`src/hdl/sbt_consts.svh`:
```
// constants shared by the burst serial target port
`ifndef SBT_CONSTS_SVH
`define SBT_CONSTS_SVH
`define SBT_INSTR_BITS 16
`define SBT_ADDR_W 15
`define SBT_DATA_W 8
`define SBT_WORD_W 23
`define SBT_CNT_W 4
`define SBT_INSTR_LAST 4'hf
`define SBT_BYTE_LAST 4'h7
`define SBT_RW_BIT 15
`define SBT_ADDR_ZERO 15'h0000
`define SBT_LAST_ADDR 15'h0fff
`define SBT_FIFO_DEPTH 32
`define SBT_PTR_W 5
`endif

```
`src/hdl/sbt_pkg.sv`:
```
// types for the burst serial target port
`default_nettype none
package sbt_pkg;
   typedef enum logic [2:0] {
      SBT_IDLE,
      SBT_INSTR,
      SBT_WRITE,
      SBT_READ,
      SBT_DONE
   } sbt_state_type;
endpackage : sbt_pkg
`default_nettype wire

```
`src/hdl/sbt_stream_if.sv`:
```
// valid/ready word stream between the port and its fifo
`default_nettype none
interface sbt_stream_if #(parameter int WIDTH = 8);
   logic valid;
   logic ready;
   logic [WIDTH-1:0] data;
   modport src (output valid, output data, input ready);
   modport snk (input valid, input data, output ready);
endinterface : sbt_stream_if
`default_nettype wire

```
`src/hdl/sbt_sync.sv`:
```
// three-stage input synchroniser with agreement filter
`default_nettype none
module sbt_sync (
   input wire logic clk,
   input wire logic nrst,
   input wire logic async_in,
   output var logic sync_out
);
   logic s1_reg, s2_reg, s3_reg, out_reg;
   logic out_next;

   // a change counts only once stages two and three agree
   always_comb begin
      out_next = out_reg;
      if (s2_reg == s3_reg) begin
         out_next = s3_reg;
      end
   end

   always_ff @(posedge clk or negedge nrst) begin
      if (!nrst) begin
         s1_reg <= 1'b0;
         s2_reg <= 1'b0;
         s3_reg <= 1'b0;
         out_reg <= 1'b0;
      end else begin
         s1_reg <= async_in;
         s2_reg <= s1_reg;
         s3_reg <= s2_reg;
         out_reg <= out_next;
      end
   end

   assign sync_out = out_reg;
endmodule : sbt_sync
`default_nettype wire

```
`src/hdl/sbt_fifo.sv`:
```
// flip-flop fifo with valid/ready on both sides
`default_nettype none
module sbt_fifo #(
   parameter int WIDTH = 8,
   parameter int DEPTH = 32,
   parameter int PTR_W = 5
) (
   input wire logic clk,
   input wire logic nrst,
   sbt_stream_if.snk in_s,
   sbt_stream_if.src out_s
);
   logic [WIDTH-1:0] mem_reg [DEPTH];
   logic [PTR_W-1:0] wr_ptr_reg, wr_ptr_next, rd_ptr_reg, rd_ptr_next;
   logic [PTR_W:0] cnt_reg, cnt_next;
   logic do_push, do_pop;

   // honest full and empty from the fill count
   always_comb begin
      do_push = in_s.valid && (cnt_reg != (PTR_W+1)'(DEPTH));
      do_pop = out_s.ready && (cnt_reg != '0);
      wr_ptr_next = wr_ptr_reg;
      rd_ptr_next = rd_ptr_reg;
      cnt_next = cnt_reg;
      if (do_push) begin
         wr_ptr_next = (wr_ptr_reg == PTR_W'(DEPTH - 1)) ? '0 :
                       wr_ptr_reg + PTR_W'(1);
      end
      if (do_pop) begin
         rd_ptr_next = (rd_ptr_reg == PTR_W'(DEPTH - 1)) ? '0 :
                       rd_ptr_reg + PTR_W'(1);
      end
      if (do_push && !do_pop) begin
         cnt_next = cnt_reg + (PTR_W+1)'(1);
      end else if (do_pop && !do_push) begin
         cnt_next = cnt_reg - (PTR_W+1)'(1);
      end
   end

   always_ff @(posedge clk or negedge nrst) begin
      if (!nrst) begin
         wr_ptr_reg <= '0;
         rd_ptr_reg <= '0;
         cnt_reg <= '0;
      end else begin
         wr_ptr_reg <= wr_ptr_next;
         rd_ptr_reg <= rd_ptr_next;
         cnt_reg <= cnt_next;
      end
   end

   // storage needs no reset, reads are gated by valid
   always_ff @(posedge clk) begin
      if (do_push) begin
         mem_reg[wr_ptr_reg] <= in_s.data;
      end
   end

   assign in_s.ready = (cnt_reg != (PTR_W+1)'(DEPTH));
   assign out_s.valid = (cnt_reg != '0);
   assign out_s.data = mem_reg[rd_ptr_reg];
endmodule : sbt_fifo
`default_nettype wire

```
`src/hdl/sbt_spi_burst.sv`:
```
// burst serial target port: framing, address stepping, read/write paths
// Behaviour
// - burst on: keep moving bytes while selected
// - step up adds one, last wraps to zero
// - step down subtracts one, zero wraps to last
// - low-first: address low bit first, then direction
// - write: step address after eighth bit
// - read: shift byte out, step, keep sending
// - high-first: direction, address high first, data
// - bit order setting applies to instruction and data
// - wiring setting one selects separate output line
// - three-wire returns read data on data line
// - bits captured on serial clock rising edge
// - bits launched on serial clock falling edge
// - select high aborts, completed bytes stay valid
// - deselected: ignore clock, release both lines
// - undefined address: drop write, read zeros
`default_nettype none
`include "sbt_consts.svh"
module sbt_spi_burst
   import sbt_pkg::*;
#(
   parameter logic [`SBT_ADDR_W-1:0] LAST_REG_ADDR = `SBT_LAST_ADDR
) (
   input wire logic clk,
   input wire logic nrst,
   input wire logic chip_select_n,
   input wire logic sclk,
   input wire logic sdio_in,
   output logic sdio_out,
   output logic sdio_oe,
   output logic serial_data_out,
   output logic serial_data_out_oe,
   input wire logic burst_enable,
   input wire logic address_step_up,
   input wire logic separate_output_line_select,
   input wire logic high_bit_first,
   output logic wr_valid,
   input wire logic wr_ready,
   output logic [`SBT_ADDR_W-1:0] wr_addr,
   output logic [`SBT_DATA_W-1:0] wr_data,
   output logic rd_strobe,
   output logic [`SBT_ADDR_W-1:0] rd_addr,
   input wire logic [`SBT_DATA_W-1:0] rd_data,
   output logic overflow
);
   ////////////////////////////////////////////////////////////////////////
   logic csn_f, sclk_f, sdio_f, sel_f;

   // pins are from another domain, filter each one
   // select filtered active high: the reset state then reads as deselected,
   // so no false frame opens while the pipe fills after reset
   sbt_sync u_sync_cs (.clk(clk), .nrst(nrst), .async_in(!chip_select_n),
      .sync_out(sel_f));
   assign csn_f = !sel_f;
   sbt_sync u_sync_clk (.clk(clk), .nrst(nrst), .async_in(sclk),
      .sync_out(sclk_f));
   sbt_sync u_sync_dio (.clk(clk), .nrst(nrst), .async_in(sdio_in),
      .sync_out(sdio_f));

   ////////////////////////////////////////////////////////////////////////
   sbt_stream_if #(.WIDTH(`SBT_WORD_W)) push_s ();
   sbt_stream_if #(.WIDTH(`SBT_WORD_W)) pop_s ();

   // the port cannot stall the master, so a full fifo drops bytes
   sbt_fifo #(.WIDTH(`SBT_WORD_W), .DEPTH(`SBT_FIFO_DEPTH),
      .PTR_W(`SBT_PTR_W)) u_fifo (.clk(clk), .nrst(nrst),
      .in_s(push_s.snk), .out_s(pop_s.src));

   assign wr_valid = pop_s.valid;
   assign pop_s.ready = wr_ready;
   assign wr_addr = pop_s.data[`SBT_WORD_W-1:`SBT_DATA_W];
   assign wr_data = pop_s.data[`SBT_DATA_W-1:0];

   ////////////////////////////////////////////////////////////////////////
   sbt_state_type state_reg, state_next;
   logic [`SBT_CNT_W-1:0] bit_cnt_reg, bit_cnt_next;
   logic [`SBT_INSTR_BITS-1:0] instr_reg, instr_next;
   logic [`SBT_ADDR_W-1:0] addr_reg, addr_next;
   logic [`SBT_DATA_W-1:0] rx_reg, rx_next, tx_reg, tx_next;
   logic out_bit_reg, out_bit_next, oe_reg, oe_next;
   logic strobe_reg, strobe_next, ovf_reg, ovf_next;
   logic sclk_prev_reg;
   logic rise, fall, push, addr_defined;
   logic [`SBT_INSTR_BITS-1:0] instr_new;
   logic [`SBT_DATA_W-1:0] rx_new;
   logic [`SBT_ADDR_W-1:0] addr_step;

   assign rise = sclk_f && !sclk_prev_reg;
   assign fall = !sclk_f && sclk_prev_reg;
   assign addr_defined = (addr_reg <= LAST_REG_ADDR);

   // next address with wrap at both ends of the map
   always_comb begin
      if (address_step_up) begin
         addr_step = (addr_reg == LAST_REG_ADDR) ? `SBT_ADDR_ZERO :
                     addr_reg + 15'h0001;
      end else begin
         addr_step = (addr_reg == `SBT_ADDR_ZERO) ? LAST_REG_ADDR :
                     addr_reg - 15'h0001;
      end
   end

   // one layout for both orders: rw lands in bit 15, address below
   always_comb begin
      if (high_bit_first) begin
         instr_new = {instr_reg[`SBT_INSTR_BITS-2:0], sdio_f};
         rx_new = {rx_reg[`SBT_DATA_W-2:0], sdio_f};
      end else begin
         instr_new = {sdio_f, instr_reg[`SBT_INSTR_BITS-1:1]};
         rx_new = {sdio_f, rx_reg[`SBT_DATA_W-1:1]};
      end
   end

   // main sequencer
   always_comb begin
      state_next = state_reg;
      bit_cnt_next = bit_cnt_reg;
      instr_next = instr_reg;
      addr_next = addr_reg;
      rx_next = rx_reg;
      tx_next = tx_reg;
      out_bit_next = out_bit_reg;
      oe_next = oe_reg;
      strobe_next = 1'b0;
      ovf_next = ovf_reg;
      push = 1'b0;
      // fetched data arrives the cycle after the strobe
      if (strobe_reg) begin
         tx_next = addr_defined ? rd_data : 8'h00;
      end
      if (csn_f) begin
         // deselect ignores the clock and aborts any partial byte
         state_next = SBT_IDLE;
         bit_cnt_next = '0;
         oe_next = 1'b0;
      end else begin
         case (state_reg)
            SBT_IDLE, SBT_INSTR: begin
               if (state_reg == SBT_IDLE) begin
                  ovf_next = 1'b0;
                  state_next = SBT_INSTR;
               end
               if (rise) begin
                  instr_next = instr_new;
                  bit_cnt_next = bit_cnt_reg + 4'h1;
                  if (bit_cnt_reg == `SBT_INSTR_LAST) begin
                     bit_cnt_next = '0;
                     addr_next = instr_new[`SBT_ADDR_W-1:0];
                     if (instr_new[`SBT_RW_BIT]) begin
                        state_next = SBT_READ;
                        strobe_next = 1'b1;
                        oe_next = 1'b1;
                     end else begin
                        state_next = SBT_WRITE;
                     end
                  end
               end
            end
            SBT_WRITE: begin
               if (rise) begin
                  rx_next = rx_new;
                  bit_cnt_next = bit_cnt_reg + 4'h1;
                  if (bit_cnt_reg == `SBT_BYTE_LAST) begin
                     bit_cnt_next = '0;
                     addr_next = addr_step;
                     if (addr_defined) begin
                        push = push_s.ready;
                        ovf_next = ovf_reg || !push_s.ready;
                     end
                     if (!burst_enable) begin
                        state_next = SBT_DONE;
                     end
                  end
               end
            end
            SBT_READ: begin
               if (fall) begin
                  out_bit_next = high_bit_first ? tx_reg[`SBT_DATA_W-1] :
                                 tx_reg[0];
               end
               if (rise) begin
                  tx_next = high_bit_first ?
                            {tx_reg[`SBT_DATA_W-2:0], 1'b0} :
                            {1'b0, tx_reg[`SBT_DATA_W-1:1]};
                  bit_cnt_next = bit_cnt_reg + 4'h1;
                  if (bit_cnt_reg == `SBT_BYTE_LAST) begin
                     bit_cnt_next = '0;
                     addr_next = addr_step;
                     if (burst_enable) begin
                        strobe_next = 1'b1;
                     end else begin
                        state_next = SBT_DONE;
                     end
                  end
               end
            end
            SBT_DONE: begin
               // single-byte access over, wait for deselect
               state_next = SBT_DONE;
            end
            default: begin
               state_next = SBT_IDLE;
            end
         endcase
      end
   end

   always_ff @(posedge clk or negedge nrst) begin
      if (!nrst) begin
         state_reg <= SBT_IDLE;
         bit_cnt_reg <= '0;
         instr_reg <= '0;
         addr_reg <= '0;
         rx_reg <= '0;
         tx_reg <= '0;
         out_bit_reg <= 1'b0;
         oe_reg <= 1'b0;
         strobe_reg <= 1'b0;
         ovf_reg <= 1'b0;
         sclk_prev_reg <= 1'b0;
      end else begin
         state_reg <= state_next;
         bit_cnt_reg <= bit_cnt_next;
         instr_reg <= instr_next;
         addr_reg <= addr_next;
         rx_reg <= rx_next;
         tx_reg <= tx_next;
         out_bit_reg <= out_bit_next;
         oe_reg <= oe_next;
         strobe_reg <= strobe_next;
         ovf_reg <= ovf_next;
         sclk_prev_reg <= sclk_f;
      end
   end

   // written byte carries the address it was aimed at
   assign push_s.valid = push;
   assign push_s.data = {addr_reg, rx_new};

   ////////////////////////////////////////////////////////////////////////
   // read data goes to one line only, chosen by the wiring setting
   assign sdio_out = out_bit_reg;
   assign sdio_oe = oe_reg && !separate_output_line_select;
   assign serial_data_out = out_bit_reg;
   assign serial_data_out_oe = oe_reg &&
      separate_output_line_select;
   assign rd_strobe = strobe_reg;
   assign rd_addr = addr_reg;
   assign overflow = ovf_reg;
endmodule : sbt_spi_burst
`default_nettype wire

```
`config.mk`:
```
export PLATFORM = sky130hd
export DESIGN_NAME = sbt_spi_burst
export DESIGN_NICKNAME = d
export VERILOG_FILES = /design/src/hdl/sbt_pkg.sv /design/src/hdl/sbt_stream_if.sv /design/src/hdl/sbt_sync.sv /design/src/hdl/sbt_fifo.sv /design/src/hdl/sbt_spi_burst.sv
export VERILOG_INCLUDE_DIRS = /design/src /design/src/hdl
export SDC_FILE = /design/constraint.sdc
export NUM_CORES = 1
export LEC_CHECK = 0
export BUFFER_PORTS_ARGS = -buffer_cell sky130_fd_sc_hd__buf_2
export CORE_MARGIN = 5
export CORE_UTILIZATION = 62
export CTS_BUF_LIST = sky130_fd_sc_hd__clkbuf_16
export DETAILED_ROUTE_END_ITERATION = 8
export PLACE_DENSITY = 0.9
export SYNTH_ARGS = -nofsm -noshare
export SYNTH_HDL_FRONTEND = slang
export SYNTH_SLANG_ARGS = --single-unit
export TNS_END_PERCENT = 1
```
`constraint.sdc`:
```
create_clock -name clk -period 3.8 [get_ports clk]
set_clock_uncertainty 0.05 [all_clocks]
set_input_delay 0.19 -clock clk [delete_from_list [all_inputs] [get_ports clk]]
set_output_delay 0.19 -clock clk [all_outputs]
set_load 0.02 [all_outputs]
```
Word-level counts from Yosys, hierarchy flattened:

Memory sizes are Yosys's and may differ from the RTL's.
Cells that the tools add are included.

* bits in registers: 87
* RAM bits: 736
* input bits: 18
* output and inout bits: 45
* logic and storage cells: 158
* memories: 1

* add/subtract/negate cells: 7
* order comparisons: 1
* equality and inequality tests: 30
* muxes and demuxes: 61
* reduce and logical (&&, ||, !) cells: 32

Memory list
* u_fifo.mem_reg: words 32, width 23, read ports 1, clocked after memory_dff 0, write ports 1, line sbt_fifo.sv:13 `logic [WIDTH-1:0] mem_reg [DEPTH];`

Operators with widths (count)
* 2-to-1 mux 15 bit: 7
* 2-to-1 mux 8 bit: 7
* case mux 15 bit (2 select lines): 1
* 2-to-1 mux 1 bit: 25
* 2-to-1 mux 3 bit: 7
* 2-to-1 mux 4 bit: 5
* != test 2 bit, second input constant: 10
* 2-to-1 mux 16 bit: 1
* adder 15 x 1 -> 15 bit, second input constant: 1
* == test 15 x 12 -> 1 bit, second input constant: 1
* less-or-equal comparator 15 x 12 -> 1 bit, second input constant: 1
* logical NOT 15 bit: 1
* != test 3 bit, second input constant: 5
* AND reduction 3 bit: 5
* subtractor 15 x 1 -> 15 bit, second input constant: 1
* 2-to-1 mux 6 bit: 2
* AND reduction 6 bit: 2
* adder 5 x 1 -> 5 bit, second input constant: 2
* == test 5 bit, second input constant: 2
* 2-to-1 mux 5 bit: 2
* case mux 3 bit (3 select lines): 1
* logical AND 1 bit: 8
* case mux 4 bit (2 select lines): 1
* logical NOT 1 bit: 7
* other kinds (18): 26

Depth between registers and ports, before layout:

* word-level depth: 11
* mapped depth: 13
* depth with buffers taken out: 12

By module:

A second synthesis with hierarchy kept.

* cell total of the unflattened synthesis: 1810
* area total of the unflattened synthesis: 33271.9 µm²

By module, submodules not included
* sbt_fifo: instances 1, cells each 1361, area each 29060.4 µm², sequential area each 22501.6 µm²
* sbt_spi_burst: instances 1, cells each 434, area each 3877.5 µm², sequential area each 1476.4 µm²
* sbt_sync: instances 3, cells each 5, area each 111.4 µm², sequential area each 100.1 µm²

Least setup slack after synthesis:

OpenSTA, ideal clock, no wires.

* path type: reg2reg
* start: reg addr_reg[0], in the netlist rd_addr[0]
* end: reg u_fifo.cnt_reg[5]
* setup time: 0.132 ns
* arrival: 3.475 ns
* data required time: 3.618 ns
* setup slack: 0.144 ns
* stages on the path, launching flop included: 13
* buffers on the path: 1
* clock period less this slack: 3.656 ns
* path through: dfrtp_1 > ha_1 > nand2_1 > a2111oi_2 > buf_2 > ha_1 > inv_1 > ha_1 > nand2_1 > o21ai_0 > mux2i_1 > o2111ai_1 > xor2_1

* longest elaborated chain between the ends: 10
* elaborated cells between the ends (all ways): 12
* classes of those cells: 1 x order compare; 6 x mux; 5 x reduce/logical

RTL lines
* from (decl): line sbt_spi_burst.sv:79 `` logic [`SBT_ADDR_W-1:0] addr_reg, addr_next; ``
* from (signal assigned): line sbt_spi_burst.sv:226 `addr_reg <= addr_next;`
* less-or-equal comparator 15 x 12 -> 1 bit *: line sbt_spi_burst.sv:91 `assign addr_defined = (addr_reg <= LAST_REG_ADDR);`
* 2-to-1 mux 1 bit *: line sbt_spi_burst.sv:167 `if (addr_defined) begin`
* 2-to-1 mux 1 bit *: line sbt_spi_burst.sv:164 `` if (bit_cnt_reg == `SBT_BYTE_LAST) begin ``
* 2-to-1 mux 1 bit *: line sbt_spi_burst.sv:161 `if (rise) begin`
* 2-to-1 mux 1 bit *: line sbt_spi_burst.sv:138 `case (state_reg)`
* 2-to-1 mux 1 bit *: line sbt_spi_burst.sv:132 `if (csn_f) begin`
* logical AND 1 bit *: line sbt_fifo.sv:20 `do_push = in_s.valid && (cnt_reg != (PTR_W+1)'(DEPTH));`
* via u_fifo.do_push: line sbt_fifo.sv:16 `logic do_push, do_pop;`
* logical NOT 1 bit: line sbt_fifo.sv:35 `end else if (do_pop && !do_push) begin`
* logical AND 1 bit: line sbt_fifo.sv:35
* nonzero test 2 bit (no line)
* to (signal assigned): line sbt_fifo.sv:48 `cnt_reg <= cnt_next;`
* to (decl): line sbt_fifo.sv:15 `logic [PTR_W:0] cnt_reg, cnt_next;`

The timed path passes the listed nets; every way through them passes the cells marked *.
A chain may end at the register's enable or synchronous reset.

Worst setup path after layout:

* start: reg u_fifo.rd_ptr_reg[0]
* end: out wr_addr[1]

* longest elaborated chain between the ends: 1

RTL lines
* from (decl): line sbt_fifo.sv:14 `logic [PTR_W-1:0] wr_ptr_reg, wr_ptr_next, rd_ptr_reg, rd_ptr_next;`
* from (signal assigned): line sbt_fifo.sv:47 `rd_ptr_reg <= rd_ptr_next;`
* memory (32 x 23 bit)
* to (decl): line sbt_spi_burst.sv:40 `` output logic [`SBT_ADDR_W-1:0] wr_addr, ``

No other way between the ends.

==> metrics.txt <==
# TYPE chip_impl_metric gauge
chip_impl_info{name="outcome",value="finished, final reports clean"} 1
chip_impl_metric{name="r2r_setup_slack",unit="ns"} 0.32
chip_impl_metric{name="synth_area",unit="mm2"} 0.03310
chip_impl_metric{name="drc",unit=""} 0
chip_impl_metric{name="worst-slew-pin-transition",unit="ns"} 1.091
chip_impl_metric{name="drt-total-wl",unit="mm"} 83.84
chip_impl_metric{name="synth-edff-count",unit=""} 736
chip_impl_metric{name="die_area",unit="mm2"} 0.05811
chip_impl_metric{name="die_y",unit="um"} 241.1
chip_impl_metric{name="synth_nets",unit=""} 1702
chip_impl_metric{name="combPwrFrac",unit="%"} 2.2
chip_impl_metric{name="yosys.cell_types.count",unit=""} 69
chip_impl_metric{name="fillers",unit=""} 2920
chip_impl_metric{name="first_iter_violations",unit=""} 2425
chip_impl_metric{name="worst_hold_path.num_cells",unit=""} 2
chip_impl_info{name="criticalPathCategory",value="reg2out"} 1
chip_impl_metric{name="largest_register_ff_count",unit=""} 736
chip_impl_metric{name="crit_path_max_incr_delay",unit="ns"} 0.73
chip_impl_metric{name="power.net_switching",unit="mW"} 3.726
chip_impl_metric{name="drt.antenna.violating_nets",unit=""} 0
chip_impl_info{name="timing.critical_path.mode_cell",value="mux4_2"} 1
chip_impl_metric{name="wl_per_cell",unit="um"} 32.54
chip_impl_metric{name="synthesized_area_per_cell",unit="um2"} 19.84
chip_impl_metric{name="layout-drive-gt1-share",unit="%"} 29.34
chip_impl_info{name="critPathLaunchType",value="register"} 1
chip_impl_metric{name="placedInstanceArea",unit="mm2"} 0.03483
chip_impl_info{name="clockRootBuffer",value="clkbuf_16"} 1
chip_impl_metric{name="setup_total_negative_slack",unit="ns"} 0
chip_impl_metric{name="ys_async_sr_fraction",unit="%"} 10.57
chip_impl_metric{name="seq_area",unit="mm2"} 0.02429
chip_impl_metric{name="num-nets-final",unit=""} 1859
chip_impl_metric{name="finalSetupViolations",unit=""} 0
chip_impl_metric{name="clock_latency",unit="ns"} 0.62
chip_impl_metric{name="timing_max_transition_violations_final",unit=""} 0
chip_impl_metric{name="post-route-cell-area",unit="mm2"} 0.03753
chip_impl_metric{name="place_inst",unit=""} 2417
chip_impl_metric{name="switching_part_of_the_total_power",unit="%"} 20.58
chip_impl_metric{name="fin_cells",unit=""} 2576
chip_impl_metric{name="post_route_minimum_period",unit="ns"} 3.526
chip_impl_info{name="min_to",value="u_sync_clk.s1_reg"} 1
chip_impl_metric{name="io-pin-count",unit=""} 63
chip_impl_info{name="tritoncts",value="built"} 1
chip_impl_metric{name="multi_input_gate_area_in_the_final_layout",unit="mm2"} 0.008421
chip_impl_metric{name="gr_overflow_total",unit=""} 0
chip_impl_metric{name="cellLeakagePower",unit="nW"} 13.62
chip_impl_metric{name="route.vias.total",unit=""} 18160
chip_impl_metric{name="ctsLongestPathBuffers",unit=""} 3
chip_impl_metric{name="gp_congestion",unit=""} 0.9355
chip_impl_metric{name="timing.reg2reg.worst_path_depth",unit=""} 12
chip_impl_info{name="critical_path.slowest_cell",value="dfrtp_4"} 1
chip_impl_metric{name="placement_rows",unit=""} 84
chip_impl_metric{name="antenna_found_initial",unit=""} 0
chip_impl_metric{name="timing.max_cap.violations",unit=""} 0
chip_impl_info{name="path_delay_family",value="multiplexers"} 1
chip_impl_metric{name="ys_warn_count",unit=""} 0
chip_impl_metric{name="first_global_vias",unit=""} 18680
chip_impl_info{name="timing.rr.start",value="bit_cnt_reg[0]"} 1
chip_impl_metric{name="die_width",unit="um"} 241.1
chip_impl_metric{name="finalPower",unit="mW"} 18.10
chip_impl_metric{name="final_min_period_over_clock_period",unit="%"} 92.78
chip_impl_metric{name="cts_inserted_buffers",unit=""} 79
chip_impl_metric{name="overall_fraction_of_global_route_tracks_in_use",unit="%"} 29.10
chip_impl_info{name="rsz0062_at_grt",value="false"} 1
chip_impl_metric{name="area_growth",unit="%"} 13.40
chip_impl_metric{name="hold_slack",unit="ns"} 0.1599
chip_impl_info{name="min_path_type",value="in2reg"} 1
chip_impl_metric{name="worstPathRequired",unit="ns"} 3.56
chip_impl_metric{name="clk_pin_slew",unit="ns"} 0.06
chip_impl_metric{name="ys_seq_area_share",unit="%"} 73.35
chip_impl_metric{name="intPower",unit="mW"} 14.38
chip_impl_metric{name="ys_ff_latch",unit=""} 823
chip_impl_metric{name="dr.pass1.iters",unit=""} 7
chip_impl_metric{name="cts.htree.levels",unit=""} 3
chip_impl_info{name="hold_start",value="sclk"} 1
chip_impl_metric{name="antenna-diode-count",unit=""} 0
chip_impl_metric{name="worst_ep_arrival_time",unit="ns"} 3.29
chip_impl_metric{name="final_count_of_hold_timing_violations",unit=""} 0
chip_impl_metric{name="vdd.ir_drop.worst",unit="uV"} 338.5
chip_impl_info{name="crit_path_end_kind",value="output port"} 1
chip_impl_metric{name="floorplan.initialDensity",unit="%"} 62.74
chip_impl_metric{name="critical_path.n_buffers_inverters",unit=""} 2
chip_impl_metric{name="io_buffer_count",unit=""} 62
chip_impl_metric{name="numClockSinks",unit=""} 823
chip_impl_metric{name="timing.slew.headroom",unit="%"} 27.24
chip_impl_metric{name="core_region",unit="mm2"} 0.05276
chip_impl_metric{name="dp.final_hpwl",unit="mm"} 46.77
chip_impl_metric{name="avgViaCountPerCell",unit=""} 7.048
chip_impl_metric{name="share_clk_of_total_power",unit="%"} 42.9
chip_impl_metric{name="worst-path-max-fanout",unit=""} 14
chip_impl_metric{name="grt_first_pass_wirelength",unit="mm"} 122.8
chip_impl_metric{name="fmax",unit="MHz"} 283.6
chip_impl_metric{name="share_seq_of_total_power",unit="%"} 55.0
chip_impl_metric{name="power_density",unit="mW/mm2"} 482.3
chip_impl_info{name="ordered_list_of_cells_on_the_worst_path",value="buf_4, mux4_2, mux4_2, o21a_1, buf_2"} 1
chip_impl_info{name="reg2reg_capture_point",value="u_fifo.cnt_reg[5]"} 1
chip_impl_metric{name="synthesis.instances",unit=""} 1668
chip_impl_info{name="synthFlopType",value="edfxtp_1"} 1
chip_impl_metric{name="grt_max_degree",unit=""} 67
cells in the final DEF, fill, tap and decap left out, drive strengths merged, types with 24 or more instances in the layout:
master | Yosys | layout
clkinv | 0 | 36
o21a | 26 | 26
nand2 | 59 | 59
inv | 11 | 28
o21ai | 51 | 51
mux2i | 72 | 72
buf | 36 | 160
a22oi | 24 | 24
dfrtp | 87 | 87
edfxtp | 736 | 736
clkbuf | 62 | 85
mux4 | 207 | 207
nor2 | 60 | 60
a21oi | 25 | 25
cells by family (layout without fill, tap and decap cells):
group | Yosys count | count (layout) | synth area share (%)
DFF | 823 | 823 | 73.35
muxes | 302 | 302 | 17.04
and+or+nand+nor | 225 | 225 | 3.485
AOI/OAI and AO/OA | 178 | 178 | 3.625
buffers and inverters | 109 | 329 | 1.463
adders and majority gates | 19 | 19 | 0.7182
xor gates and xnor gates | 12 | 12 | 0.3175
synthesized netlist by cell type (all sizes together) (4+ instances only):
master | n | share of area (%)
nor3b | 6 | 0.14
a21oi | 25 | 0.38
ha | 15 | 0.57
nor2 | 60 | 0.68
and4 | 5 | 0.14
o21a | 26 | 0.61
mux2 | 23 | 0.78
o21ai | 51 | 0.77
nor3 | 8 | 0.12
xor2 | 6 | 0.16
nand4 | 9 | 0.17
buf | 36 | 0.64
inv | 11 | 0.12
and2 | 5 | 0.095
xnor2 | 6 | 0.16
clkbuf | 62 | 0.70
nor2b | 16 | 0.30
a31oi | 8 | 0.15
nand2 | 59 | 0.67
nand3 | 15 | 0.23
dfrtp | 87 | 6.6
a211oi | 4 | 0.11
or4 | 6 | 0.16
o31ai | 7 | 0.17
nand2b | 4 | 0.076
a311oi | 6 | 0.16
nor4 | 5 | 0.095
mux2i | 72 | 2.2
or3 | 9 | 0.17
mux4 | 207 | 14
edfxtp | 736 | 67
nand3b | 8 | 0.18
a22oi | 24 | 0.54
what timing repair did:
action | in CTS | in global routing
gates resized for setup | 0 | 0
hold buffers | 14 | 0
buffers inserted | 0 | 1
setup endpoints to repair | 0 | 1
hold endpoints to repair | 81 | 0
cell type report:
| cell class | instances | area share (%) |
|---|---|---|
| tap | 688 | 2.293 |
| sequential | 823 | 64.71 |
| multi-input combinational | 736 | 22.43 |
| clock buffer | 85 | 5.667 |
| inverter | 11 | 0.1100 |
| clock inverter | 59 | 1.097 |
| timing repair buffer | 174 | 3.687 |
power by group through the flow:
stage               Sequential (mW)  Combinational, mW  Clock, mW
floorplan                      10.1              0.223          0
global placement               10.1              0.331          0
detailed placement             10.1              0.359          0
CTS                            9.94              0.387       7.81
global route                   9.95              0.432       8.21
finish                         9.95              0.396       7.76
worst max-delay path by stage:
stage / startpoint / to / slack (ns) / cells after the start
2_1_floorplan: rd_addr[0] / u_fifo.cnt_reg[5] / 0.14 / 12
3_3_place_gp: bit_cnt_reg[0] / u_fifo.cnt_reg[5] / 0.51 / 12
3_5_place_dp: bit_cnt_reg[0] / u_fifo.cnt_reg[5] / 0.40 / 12
4_1_cts: u_fifo.rd_ptr_reg[0] / wr_addr[1] / 0.08 / 5
5_1_grt: bit_cnt_reg[0] / u_fifo.cnt_reg[5] / 0.13 / 12
6_report: u_fifo.rd_ptr_reg[0] / wr_addr[1] / 0.27 / 5
worst reg2reg max path: cells and delay by family, from the launching register on:
family          cells  cell delay [ns]
fa+ha+maj           3             1.05
compound gates      3             0.88
simple gates        3             0.44
flops               1             0.39
mux                 1             0.24
xor+xnor            1             0.17
buf+inv             1             0.14
routing by layer:
| metal | part of all wire, % | routed length (um) | vias to the layer above | GRT usage, % |
|---|---|---|---|---|
| li1 | - | - | 7172 | - |
| met1 | 34 | 28480 | 9287 | 37.93 |
| met2 | 51 | 42670 | 1417 | 48.73 |
| met3 | 11 | 9034 | 279 | 6.674 |
| met4 | 4.4 | 3647 | 0 | 11.25 |
| met5 | 0 | 0 | - | 0 |
metrics by stage:
step / util, % / setup slack, ns
final: 71.14 / 0.2742
after global routing: 71.14 / 0.1283
after CTS: 71.09 / 0.07673
after detailed placement: 66.01 / 0.4037
after global placement: 66.01 / 0.5144
after floorplan: - / 0.1438
No activity file was read; power rests on OpenSTA's default activity.
